==> config.mk <==
export PLATFORM = sky130hd
export DESIGN_NAME = cgo_top
export DESIGN_NICKNAME = d
export VERILOG_FILES = /design/src/shared/cgo_pkg.sv /design/src/rtl/cgo_clkdiv.sv /design/src/rtl/cgo_top.sv
export SDC_FILE = /design/constraint.sdc
export NUM_CORES = 1
export LEC_CHECK = 0
export BUFFER_PORTS_ARGS = -buffer_cell sky130_fd_sc_hd__buf_2
export CAP_MARGIN = 20
export CORE_MARGIN = 8
export CORE_UTILIZATION = 46
export CTS_BUF_LIST = sky130_fd_sc_hd__clkbuf_4 sky130_fd_sc_hd__clkbuf_8
export DETAILED_ROUTE_END_ITERATION = 12
export PLACE_DENSITY = 0.8
export SYNTH_ARGS = -nofsm -noshare
export SYNTH_HDL_FRONTEND = slang
export SYNTH_SLANG_ARGS = --single-unit
==> constraint.sdc <==
create_clock -name hclk -period 4.5 [get_ports hclk]
set_input_delay 0.225 -clock hclk [delete_from_list [all_inputs] [get_ports hclk]]
set_output_delay 0.225 -clock hclk [all_outputs]
set_load 0.005 [all_outputs]
==> src/shared/cgo_pkg.sv <==
package cgo_pkg;

    // Register byte offsets on the bus.
    localparam logic [11:0] OFS_IRQ_EN    = 12'h000;
    localparam logic [11:0] OFS_IRQ_FLAGS = 12'h004;
    localparam logic [11:0] OFS_OUT_CTRL  = 12'h008;
    localparam logic [11:0] OFS_TRIM      = 12'h00c;

    // Event bit positions, shared by the flag and enable registers.
    localparam int IRQ_W           = 6;
    localparam int BIT_LOW_STOP    = 5;
    localparam int BIT_AUTOTRIM    = 4;
    localparam int BIT_HIGH_STABLE = 2;
    localparam int BIT_LOW_STABLE  = 1;
    localparam int BIT_INT_STABLE  = 0;
    localparam logic [IRQ_W-1:0] IRQ_IMPL_MASK = 6'h37;
    localparam logic [IRQ_W-1:0] IRQ_EN_RST    = 6'h00;
    localparam logic [IRQ_W-1:0] IRQ_FLAG_RST  = 6'h00;

    // Output control register fields.
    localparam int POS_OUT_EN  = 0;
    localparam int POS_OUT_SRC = 2;
    localparam int POS_OUT_DIV = 4;
    localparam logic       OUT_EN_RST  = 1'b0;
    localparam logic [1:0] OUT_SRC_RST = 2'h0;
    localparam logic [2:0] OUT_DIV_RST = 3'h0;

    // Output clock sources.
    localparam logic [1:0] SRC_INT  = 2'h0;
    localparam logic [1:0] SRC_LOW  = 2'h1;
    localparam logic [1:0] SRC_HIGH = 2'h2;
    localparam logic [1:0] SRC_SYS  = 2'h3;

    // Log2 of the low-speed ratios for division codes 4 to 7.
    localparam logic [3:0] LOW_LOG_4 = 4'h8;
    localparam logic [3:0] LOW_LOG_5 = 4'ha;
    localparam logic [3:0] LOW_LOG_6 = 4'hc;
    localparam logic [3:0] LOW_LOG_7 = 4'hf;
    localparam int         DIV_CNT_W = 15;

    // Trim register fields.
    localparam int HIGH_TRIM_W   = 5;
    localparam int INT_TRIM_W    = 6;
    localparam int POS_HIGH_TRIM = 8;
    localparam int POS_INT_TRIM  = 0;
    localparam logic [HIGH_TRIM_W-1:0] HIGH_TRIM_RST = 5'h00;
    localparam logic [INT_TRIM_W-1:0]  INT_TRIM_RST  = 6'h00;

    typedef enum logic [1:0] {
        BUS_IDLE,
        BUS_WRITE,
        BUS_RD_WAIT,
        BUS_RD_DATA
    } cgo_bus_t;

endpackage

==> src/rtl/cgo_clkdiv.sv <==
module cgo_clkdiv #(
    parameter int CNT_W = 15
) (
    input  wire logic       hclk,
    input  wire logic       hresetn,
    input  wire logic       src_edge,
    input  wire logic [3:0] ratio_log,
    output logic            clk_q
);

    logic [CNT_W-1:0] count;
    logic [CNT_W-1:0] term;

    // Toggling once per 2^k source edges gives one period per 2^k periods.
    assign term = CNT_W'((32'h1 << ratio_log) - 32'h1);

    always_ff @(posedge hclk or negedge hresetn) begin
        if (!hresetn) begin
            count <= '0;
        end else if (src_edge) begin
            if (count >= term) begin
                count <= '0;
            end else begin
                count <= count + CNT_W'(1);
            end
        end
    end

    always_ff @(posedge hclk or negedge hresetn) begin
        if (!hresetn) begin
            clk_q <= 1'b0;
        end else if (src_edge && count >= term) begin
            clk_q <= ~clk_q;
        end
    end

endmodule

==> src/rtl/cgo_top.sv <==
module cgo_top (
    input  wire logic        hclk,
    input  wire logic        hresetn,
    input  wire logic        hsel,
    input  wire logic [31:0] haddr,
    input  wire logic [1:0]  htrans,
    input  wire logic        hwrite,
    input  wire logic [2:0]  hsize,
    input  wire logic [31:0] hwdata,
    input  wire logic        hready,
    output logic             hreadyout,
    output logic             hresp,
    output logic [31:0]      hrdata,
    input  wire logic        internal_osc_clock,
    input  wire logic        low_speed_osc_clock,
    input  wire logic        high_speed_osc_clock,
    input  wire logic        standby_active,
    input  wire logic        low_osc_stop_evt,
    input  wire logic        autotrim_done_evt,
    input  wire logic        high_osc_stable_evt,
    input  wire logic        low_osc_stable_evt,
    input  wire logic        int_osc_stable_evt,
    input  wire logic [4:0]  factory_high_trim,
    input  wire logic [5:0]  factory_int_trim,
    output logic [4:0]       high_osc_trim,
    output logic [5:0]       int_osc_trim,
    output logic             divided_clock_output,
    output logic             clock_irq
);

    cgo_pkg::cgo_bus_t       bus_state;
    logic [11:0]             xfer_addr;
    logic                    accept;
    logic                    wr_now;
    logic [cgo_pkg::IRQ_W-1:0] osc_irq_enable;
    logic [cgo_pkg::IRQ_W-1:0] osc_irq_flags;
    logic [cgo_pkg::IRQ_W-1:0] evt_vec;
    logic [cgo_pkg::IRQ_W-1:0] clr_vec;
    logic                    out_clock_enable;
    logic [1:0]              out_clock_source;
    logic [2:0]              out_clock_divider;
    logic                    trim_loaded;
    logic [2:0]              osc_meta;
    logic [2:0]              osc_sync;
    logic [2:0]              osc_last;
    logic [2:0]              osc_edge;
    logic                    src_edge;
    logic                    div_clk;
    logic                    sys_frozen;

    // Register decoding that the read path and write path share.
    function automatic logic hit(input logic [11:0] a, input logic [11:0] o);
        hit = (a == o);
    endfunction

    function automatic logic [3:0] ratio_log(input logic [1:0] src,
                                             input logic [2:0] div);
        ratio_log = {1'b0, div};
        if (src == cgo_pkg::SRC_SYS) begin
            ratio_log = 4'h0;
        end else if (src == cgo_pkg::SRC_LOW) begin
            case (div)
                3'h4:    ratio_log = cgo_pkg::LOW_LOG_4;
                3'h5:    ratio_log = cgo_pkg::LOW_LOG_5;
                3'h6:    ratio_log = cgo_pkg::LOW_LOG_6;
                3'h7:    ratio_log = cgo_pkg::LOW_LOG_7;
                default: ratio_log = {1'b0, div};
            endcase
        end
    endfunction

    // Bus slave: zero-wait writes, one wait state on every read.
    assign accept = hsel && htrans[1] && hready;
    assign wr_now = (bus_state == cgo_pkg::BUS_WRITE);
    assign hreadyout = (bus_state != cgo_pkg::BUS_RD_WAIT);
    assign hresp = 1'b0;

    always_ff @(posedge hclk or negedge hresetn) begin
        if (!hresetn) begin
            bus_state <= cgo_pkg::BUS_IDLE;
            xfer_addr <= 12'h000;
        end else begin
            case (bus_state)
                cgo_pkg::BUS_RD_WAIT: begin
                    bus_state <= cgo_pkg::BUS_RD_DATA;
                end
                cgo_pkg::BUS_IDLE, cgo_pkg::BUS_WRITE,
                cgo_pkg::BUS_RD_DATA: begin
                    if (accept) begin
                        xfer_addr <= haddr[11:0];
                        bus_state <= hwrite ? cgo_pkg::BUS_WRITE
                                            : cgo_pkg::BUS_RD_WAIT;
                    end else begin
                        bus_state <= cgo_pkg::BUS_IDLE;
                    end
                end
                default: bus_state <= cgo_pkg::BUS_IDLE;
            endcase
        end
    end

    // Read data is taken after any write ahead of it has landed.
    always_ff @(posedge hclk or negedge hresetn) begin
        if (!hresetn) begin
            hrdata <= 32'h0000_0000;
        end else if (bus_state == cgo_pkg::BUS_RD_WAIT) begin
            hrdata <= 32'h0000_0000;
            if (hit(xfer_addr, cgo_pkg::OFS_IRQ_EN)) begin
                hrdata[cgo_pkg::IRQ_W-1:0] <= osc_irq_enable;
            end else if (hit(xfer_addr, cgo_pkg::OFS_IRQ_FLAGS)) begin
                hrdata[cgo_pkg::IRQ_W-1:0] <= osc_irq_flags;
            end else if (hit(xfer_addr, cgo_pkg::OFS_OUT_CTRL)) begin
                hrdata[cgo_pkg::POS_OUT_EN]  <= out_clock_enable;
                hrdata[cgo_pkg::POS_OUT_SRC +: 2] <= out_clock_source;
                hrdata[cgo_pkg::POS_OUT_DIV +: 3] <= out_clock_divider;
            end else if (hit(xfer_addr, cgo_pkg::OFS_TRIM)) begin
                hrdata[cgo_pkg::POS_HIGH_TRIM +: cgo_pkg::HIGH_TRIM_W]
                    <= high_osc_trim;
                hrdata[cgo_pkg::POS_INT_TRIM +: cgo_pkg::INT_TRIM_W]
                    <= int_osc_trim;
            end
        end
    end

    // Interrupt enables; reserved bits stay zero.
    always_ff @(posedge hclk or negedge hresetn) begin
        if (!hresetn) begin
            osc_irq_enable <= cgo_pkg::IRQ_EN_RST;
        end else if (wr_now && hit(xfer_addr, cgo_pkg::OFS_IRQ_EN)) begin
            osc_irq_enable <= hwdata[cgo_pkg::IRQ_W-1:0]
                              & cgo_pkg::IRQ_IMPL_MASK;
        end
    end

    assign evt_vec = {low_osc_stop_evt, autotrim_done_evt, 1'b0,
                      high_osc_stable_evt, low_osc_stable_evt,
                      int_osc_stable_evt};
    assign clr_vec = (wr_now && hit(xfer_addr, cgo_pkg::OFS_IRQ_FLAGS))
                     ? hwdata[cgo_pkg::IRQ_W-1:0] : '0;

    // Sticky flags; a new event wins over a clear in the same cycle.
    always_ff @(posedge hclk or negedge hresetn) begin
        if (!hresetn) begin
            osc_irq_flags <= cgo_pkg::IRQ_FLAG_RST;
        end else begin
            osc_irq_flags <= ((osc_irq_flags & ~clr_vec) | evt_vec)
                             & cgo_pkg::IRQ_IMPL_MASK;
        end
    end

    assign clock_irq = |(osc_irq_flags & osc_irq_enable);

    // Output control register.
    always_ff @(posedge hclk or negedge hresetn) begin
        if (!hresetn) begin
            out_clock_enable  <= cgo_pkg::OUT_EN_RST;
            out_clock_source  <= cgo_pkg::OUT_SRC_RST;
            out_clock_divider <= cgo_pkg::OUT_DIV_RST;
        end else if (wr_now && hit(xfer_addr, cgo_pkg::OFS_OUT_CTRL)) begin
            out_clock_enable  <= hwdata[cgo_pkg::POS_OUT_EN];
            out_clock_source  <= hwdata[cgo_pkg::POS_OUT_SRC +: 2];
            out_clock_divider <= hwdata[cgo_pkg::POS_OUT_DIV +: 3];
        end
    end

    // Trims take the factory values on the first edge after reset.
    always_ff @(posedge hclk or negedge hresetn) begin
        if (!hresetn) begin
            trim_loaded   <= 1'b0;
            high_osc_trim <= cgo_pkg::HIGH_TRIM_RST;
            int_osc_trim  <= cgo_pkg::INT_TRIM_RST;
        end else if (!trim_loaded) begin
            trim_loaded   <= 1'b1;
            high_osc_trim <= factory_high_trim;
            int_osc_trim  <= factory_int_trim;
        end else if (wr_now && hit(xfer_addr, cgo_pkg::OFS_TRIM)) begin
            high_osc_trim <= hwdata[cgo_pkg::POS_HIGH_TRIM +:
                                    cgo_pkg::HIGH_TRIM_W];
            int_osc_trim  <= hwdata[cgo_pkg::POS_INT_TRIM +:
                                    cgo_pkg::INT_TRIM_W];
        end
    end

    // Oscillator clocks are synchronised, then both edges are counted.
    for (genvar g = 0; g < 3; g++) begin : g_osc_sync
        logic osc_in;
        if (g == 0) begin : g_int
            assign osc_in = internal_osc_clock;
        end else if (g == 1) begin : g_low
            assign osc_in = low_speed_osc_clock;
        end else begin : g_high
            assign osc_in = high_speed_osc_clock;
        end
        always_ff @(posedge hclk or negedge hresetn) begin
            if (!hresetn) begin
                osc_meta[g] <= 1'b0;
                osc_sync[g] <= 1'b0;
                osc_last[g] <= 1'b0;
            end else begin
                osc_meta[g] <= osc_in;
                osc_sync[g] <= osc_meta[g];
                osc_last[g] <= osc_sync[g];
            end
        end
        assign osc_edge[g] = osc_sync[g] ^ osc_last[g];
    end

    // The system clock stops in standby, so its edges stop too.
    assign sys_frozen = (out_clock_source == cgo_pkg::SRC_SYS)
                        && standby_active;

    always_comb begin
        case (out_clock_source)
            cgo_pkg::SRC_INT:  src_edge = osc_edge[0];
            cgo_pkg::SRC_LOW:  src_edge = osc_edge[1];
            cgo_pkg::SRC_HIGH: src_edge = osc_edge[2];
            default:           src_edge = !sys_frozen;
        endcase
    end

    cgo_clkdiv #(
        .CNT_W     (cgo_pkg::DIV_CNT_W)
    ) u_div (
        .hclk      (hclk),
        .hresetn   (hresetn),
        .src_edge  (src_edge),
        .ratio_log (ratio_log(out_clock_source, out_clock_divider)),
        .clk_q     (div_clk)
    );

    // The gate is applied straight away, whatever the clock phase.
    always_ff @(posedge hclk or negedge hresetn) begin
        if (!hresetn) begin
            divided_clock_output <= 1'b0;
        end else begin
            divided_clock_output <= out_clock_enable & div_clk;
        end
    end
endmodule

# After elaboration in Yosys (flattened, before gate mapping)
# Index checks and enable logic that the tools add are counted.
# Widths: inputs -> output; s select.
# classes
bitwise,9
order_cmp,1
add_sub_neg,2
n_eq_ne,15
shifts,1
muxes,26
n_reduce_logical,15
# ops
cell,n
$mux 6,6
$mux 5,6
$eq 12x4->1 const B,2
$pmux 4 s4,1
$add 15x1->15 const B,1
$ge 15x15->1,1
$mux 15,1
$shl 1x4->15 const A,1
$sub 15x1->15 const B,1
$and 6x6->6,2
$eq 12x3->1 const B,1
$eq 3x3->1 const B,4
$logic_not 12->1,1
$mux 4,3
$eq 2x2->1 const B,4
$logic_and 1x1->1,8
$not 6->6,1
$or 6x6->6,1
$reduce_or 6->1,1
$mux 1,5
$eq 2x1->1 const B,2
$logic_not 2->1,2
$mux 2,2
$pmux 2 s2,1
other kinds (9),11
# word_totals
register_bits,80
elab_cells,92
in_bits,94

# Longest topological paths before layout
# logic_depth
depth_word,8
depth_mapped,16

# Cells and area by module
# From an unflattened synthesis, not the netlist that was laid out.
# unflattened
hier_cells,430
area_unflattened_um2,4381.7
# modules_own_cells
mod,seq_area_each_um2,area_each_um2,instances,cells_each
cgo_top,1601.5,2924.1,1,261
cgo_clkdiv,400.4,1457.6,1,169

# Worst setup path before layout
# No wires, ideal clock.
# synth_timing
kind,register to register
from,register out_clock_source[0]
to,register u_div.count[0]
slack_ps,1379
required_ps,4375
synth_period_minus_slack_ps,3121
setup_ps,125
path_buffers,3
arrival_time_ps,2997
path_stages_with_launch,16
path_cell_list,dfrtp_1 > clkbuf_1 > nand2_1 > o31a_1 > ha_1 > buf_1 > nor3_1 > a32oi_1 > ha_1 > and3_1 > a221o_1 > a31oi_1 > o41a_1 > nor2b_1 > buf_2 > mux2_2
# synth_via
elab_chain_cells,7
elab_cells_between_ends,13
cone_classes,add/sub: 1; order compare: 1; eq/ne: 3; shift: 1; mux: 4; reduce/logical: 3
# synth_rtl
element,line,source
from (decl),cgo_top.sv:40,logic [1:0] out_clock_source;
from (signal assigned),cgo_top.sv:157,out_clock_source <= cgo_pkg::OUT_SRC_RST;
from (signal assigned),cgo_top.sv:161,out_clock_source <= hwdata[cgo_pkg::POS_OUT_SRC +: 2];
$eq 2x1->1,"cgo_top.sv:61, cgo_top.sv:213",
$mux 4,cgo_top.sv:61,end else if (src == cgo_pkg::SRC_LOW) begin
$mux 4,cgo_top.sv:59,if (src == cgo_pkg::SRC_SYS) begin
$shl 1x4->15,cgo_clkdiv.sv:15,assign term = CNT_W'((32'h1 << ratio_log) - 32'h1);
$sub 15x1->15,cgo_clkdiv.sv:15,
$ge 15x15->1,cgo_clkdiv.sv:21,if (count >= term) begin
$mux 15,cgo_clkdiv.sv:21,
to (signal assigned),cgo_clkdiv.sv:24,count <= count + CNT_W'(1);
to (decl),cgo_clkdiv.sv:11,logic [CNT_W-1:0] count;
# Parallel ways exist; a longest one is shown, timed or not.
# A chain may end at the register's enable or synchronous reset.

# Worst setup path after layout
# layout_timing
from,register out_clock_divider[1]
to,register u_div.count[0]
# layout_via
elab_chain_cells,8
elab_cells_between_ends,11
cone_classes,add/sub: 1; order compare: 1; eq/ne: 4; shift: 1; mux: 4
# layout_rtl
element,line,source
from (decl),cgo_top.sv:41,logic [2:0] out_clock_divider;
from (signal assigned),cgo_top.sv:158,out_clock_divider <= cgo_pkg::OUT_DIV_RST;
from (signal assigned),cgo_top.sv:162,out_clock_divider <= hwdata[cgo_pkg::POS_OUT_DIV +: 3];
$eq 3x3->1,cgo_top.sv:62,case (div)
$pmux 4 s4,cgo_top.sv:62,
$mux 4 (*),cgo_top.sv:61,
$mux 4 (*),cgo_top.sv:59,
$shl 1x4->15 (*),cgo_clkdiv.sv:15,
$sub 15x1->15 (*),cgo_clkdiv.sv:15,
$ge 15x15->1 (*),cgo_clkdiv.sv:21,
$mux 15 (*),cgo_clkdiv.sv:21,
# Every way passes the cells marked *; elsewhere a longest branch is shown, timed or not.

==> flow_summary.json <==
{
  "drt-pass1-iter-count": 4,
  "power_leakage_nw": 2.26,
  "drc": 0,
  "ir_drop_v": 0.000183,
  "cp_slowest_cell": "nor2b_1",
  "finalSetupTns_ns": 0,
  "worstPathArrival_ns": 4.08,
  "cpPeakStageDelay_ns": 0.56,
  "post-place-ws_ns": 0.757,
  "rsz0062_at_grt": "no",
  "ys_types": 52,
  "n_antenna_cell": 0,
  "final_common_cell": "dfrtp_1",
  "clkTransAtPathRegs_ns": 0.09,
  "syn_inst": 404,
  "grt_pass1_vias": 3436,
  "synth-seq-cells": 80,
  "drv_slew": 0,
  "power_w": 0.00181,
  "drt_wl_total_um": 9930,
  "ant_nets": 0,
  "die_x_um": 112,
  "place_area_um2": 4590,
  "start_util_pct": 46.6,
  "async_flop_share_pct": 100,
  "dieArea_um2": 12500,
  "cts_max_level": 3,
  "fillers": 796,
  "numCtsBuffers": 9,
  "endpoint_kind": "register",
  "required_ns": 4.80,
  "io_buffers": 75,
  "ys_seq_area_share_pct": 47.4,
  "cts_buffer_depth": 2,
  "synthToLayoutAreaGrowth_pct": 14.4,
  "grt_first_pass_wirelength_um": 16800,
  "fp.coreArea_um2": 9060,
  "crit_family": "simple AND/OR/NAND/NOR gates",
  "clock_sinks": 80,
  "vias_per_cell": 5.40,
  "io_pins": 141,
  "grt_overflow_total": 0,
  "die_h_um": 112,
  "regArea_um2": 2000,
  "hold_path.class": "in2async",
  "fmax_mhz": 265,
  "finalWorstSetupSlack_ns": 0.722,
  "vias": 3185,
  "gp_congestion": 0.816,
  "clk_latency_ns": 0.36,
  "max_slew_margin_pct": 31.7,
  "dpl.hpwl_um": 7250,
  "max-cap-violations": 0,
  "ys.flop_type": "dfrtp_1",
  "multi_input_area_um2": 2000,
  "synthesis.area_um2": 4220,
  "antenna_found_initial": 0,
  "layout_min_cycle_time_ns": 3.78,
  "cts_root_buffer": "clkbuf_8",
  "final_area_um2": 4830,
  "final_cell_mix": "dfrtp_1, buf_2, nand2_1, nor2_1, conb_1",
  "start_kind": "register",
  "worst_slew_pin_slew_ns": 1.02,
  "fin_nets": 585,
  "std_cell_rows": 35,
  "critical_path_buf_inv_count": 1,
  "critPathMaxFanout": 14,
  "avgSynthCellArea_um2": 10.4,
  "drt_iter0_markers": 195,
  "cp_common_cell": "ha_1",
  "clock_skew_ns": 0.0152,
  "cts_tree": "yes",
  "synth-edff-count": 0,
  "status": "completed",
  "wl_per_cell_um": 16.8,
  "grt_start_max_net_pins": 81,
  "path_cells": "nor2_1 > nand3_1 > ha_1 > nor3_1 > a32oi_1 > ha_1 > and3_1 > a221o_1 > a31oi_1 > o41a_1 > buf_4 > nor2b_1 > mux2_2",
  "drive_gt1_share_pct": 24.6,
  "powerDensity_nw_per_um2": 375,
  "critPathKind": "reg2reg",
  "cts_setup_buffers": 0,
  "ys_warn_count": 0,
  "grt.total_usage_pct": 16.6,
  "setup_viol": 0,
  "period_share_pct": 84.0,
  "hold_viol": 0
}
## worst reg2reg max path, stage by stage, from the launching register on
cell	delay, ns
dfrtp_1	0.54
nor2_1	0.29
nand3_1	0.12
ha_1	0.33
nor3_1	0.21
a32oi_1	0.13
ha_1	0.31
and3_1	0.16
a221o_1	0.29
a31oi_1	0.17
o41a_1	0.15
buf_4	0.18
nor2b_1	0.56
mux2_2	0.28
## worst paths after layout
path / startpoint / end / cells after the start / slack, ns
max: out_clock_divider[1]$_DFFE_PN0P_ / u_div.count[0]$_DFFE_PN0P_ / 13 / 0.72
min: hresetn / u_div.count[5]$_DFFE_PN0P_ / 1 / 0.007
min in group hclk: int_osc_stable_evt / osc_irq_flags[0]$_DFF_PN0_ / 2 / 0.05
max reg2reg: out_clock_divider[1]$_DFFE_PN0P_ / u_div.count[0]$_DFFE_PN0P_ / 13 / 0.72
max in group asynchronous: hresetn / u_div.count[12]$_DFFE_PN0P_ / 1 / 3.84
min reg2reg: osc_meta[2]$_DFF_PN0_ / osc_sync[2]$_DFF_PN0_ / 0 / 0.35
## metal layers
| layer | track usage, % | up-vias | routed length (um) |
|---|---|---|---|
| met5 | 0 | - | 0 |
| met1 | 19.5 | 1527 | 4050 |
| met3 | 3.30 | 24 | 553 |
| met2 | 27.7 | 115 | 5000 |
| met4 | 9.48 | 0 | 335 |
| li1 | - | 1519 | - |
## metrics by stage
stage | hold slack (ns) | instances | util, %
floorplan | -0.0706 | 424 | -
global placement | 0.334 | 570 | 50.5
detailed placement | 0.336 | 571 | 50.6
CTS | 0.0436 | 590 | 53.3
global route | 0.0401 | 590 | 53.3
finish | 0.00653 | 590 | 53.3
## cells by family (layout without fill, tap and decap cells)
logic type	Yosys count	count (layout)	synth area share (%)
compound gates	77	77	11.9
xor+xnor	9	9	1.87
fa+ha+maj	17	17	5.04
buf+inv	53	108	6.85
flops	80	80	47.4
mux	38	38	11.5
other cells	2	22	0.178
simple gates	128	128	15.2
## synth_stat cells, types with 2 or more instances
| cell | instances | share of area (%) |
|---|---|---|
| a21o_1 | 14 | 2.5 |
| a21oi_1 | 20 | 2.4 |
| a22o_1 | 8 | 1.7 |
| a22oi_1 | 2 | 0.36 |
| a31oi_1 | 3 | 0.44 |
| and3_1 | 4 | 0.59 |
| buf_2 | 6 | 0.71 |
| buf_4 | 22 | 3.9 |
| clkbuf_1 | 12 | 1.1 |
| conb_1 | 2 | 0.18 |
| dfrtp_1 | 80 | 47 |
| ha_1 | 17 | 5.0 |
| inv_1 | 11 | 0.98 |
| mux2_1 | 9 | 2.4 |
| mux2_2 | 5 | 1.3 |
| mux2_4 | 5 | 1.8 |
| mux2i_1 | 14 | 3.3 |
| mux4_2 | 5 | 2.7 |
| nand2_1 | 43 | 3.8 |
| nand3_1 | 16 | 1.9 |
| nand4_1 | 8 | 1.2 |
| nor2_1 | 35 | 3.1 |
| nor2b_1 | 3 | 0.44 |
| nor3_1 | 4 | 0.47 |
| nor4_4 | 2 | 1.0 |
| o21ai_0 | 14 | 1.7 |
| o21ai_1 | 5 | 0.59 |
| o31ai_1 | 2 | 0.36 |
| or2_2 | 2 | 0.30 |
| or3_1 | 2 | 0.30 |
| xnor2_1 | 7 | 1.5 |
| xor2_1 | 2 | 0.42 |
## sequential cells by signal, summed over array words and instances (netlist names), 5 cells and up
name and flops:
osc_irq_flags 5, high_osc_trim 5, hrdata 12, xfer_addr 12
int_osc_trim 6, u_div.count 15, osc_irq_enable 5
## what timing repair did
| item | in CTS | in global routing |
|---|---|---|
| resized for setup | 0 | 0 |
| hold endpoints to repair | 3 | 0 |
| hold buffers | 3 | 0 |
## layout make-up
| class | instances | area share (%) |
|---|---|---|
| inverter | 12 | 0.933 |
| multi-input combinational | 291 | 41.5 |
| tap | 111 | 2.88 |
| clock inverter | 7 | 1.79 |
| timing repair buffer | 80 | 8.84 |
| clock buffer | 9 | 2.57 |
| sequential | 80 | 41.5 |
## report_power, final
part           internal (W)  switching, W  total (W)
Sequential         0.000803      0.000112   0.000915
Clock              0.000269      0.000298   0.000567
Combinational      0.000153      0.000176   0.000329
Total               0.00122      0.000586    0.00181
Note: power is estimated with default switching activity, not from simulation.
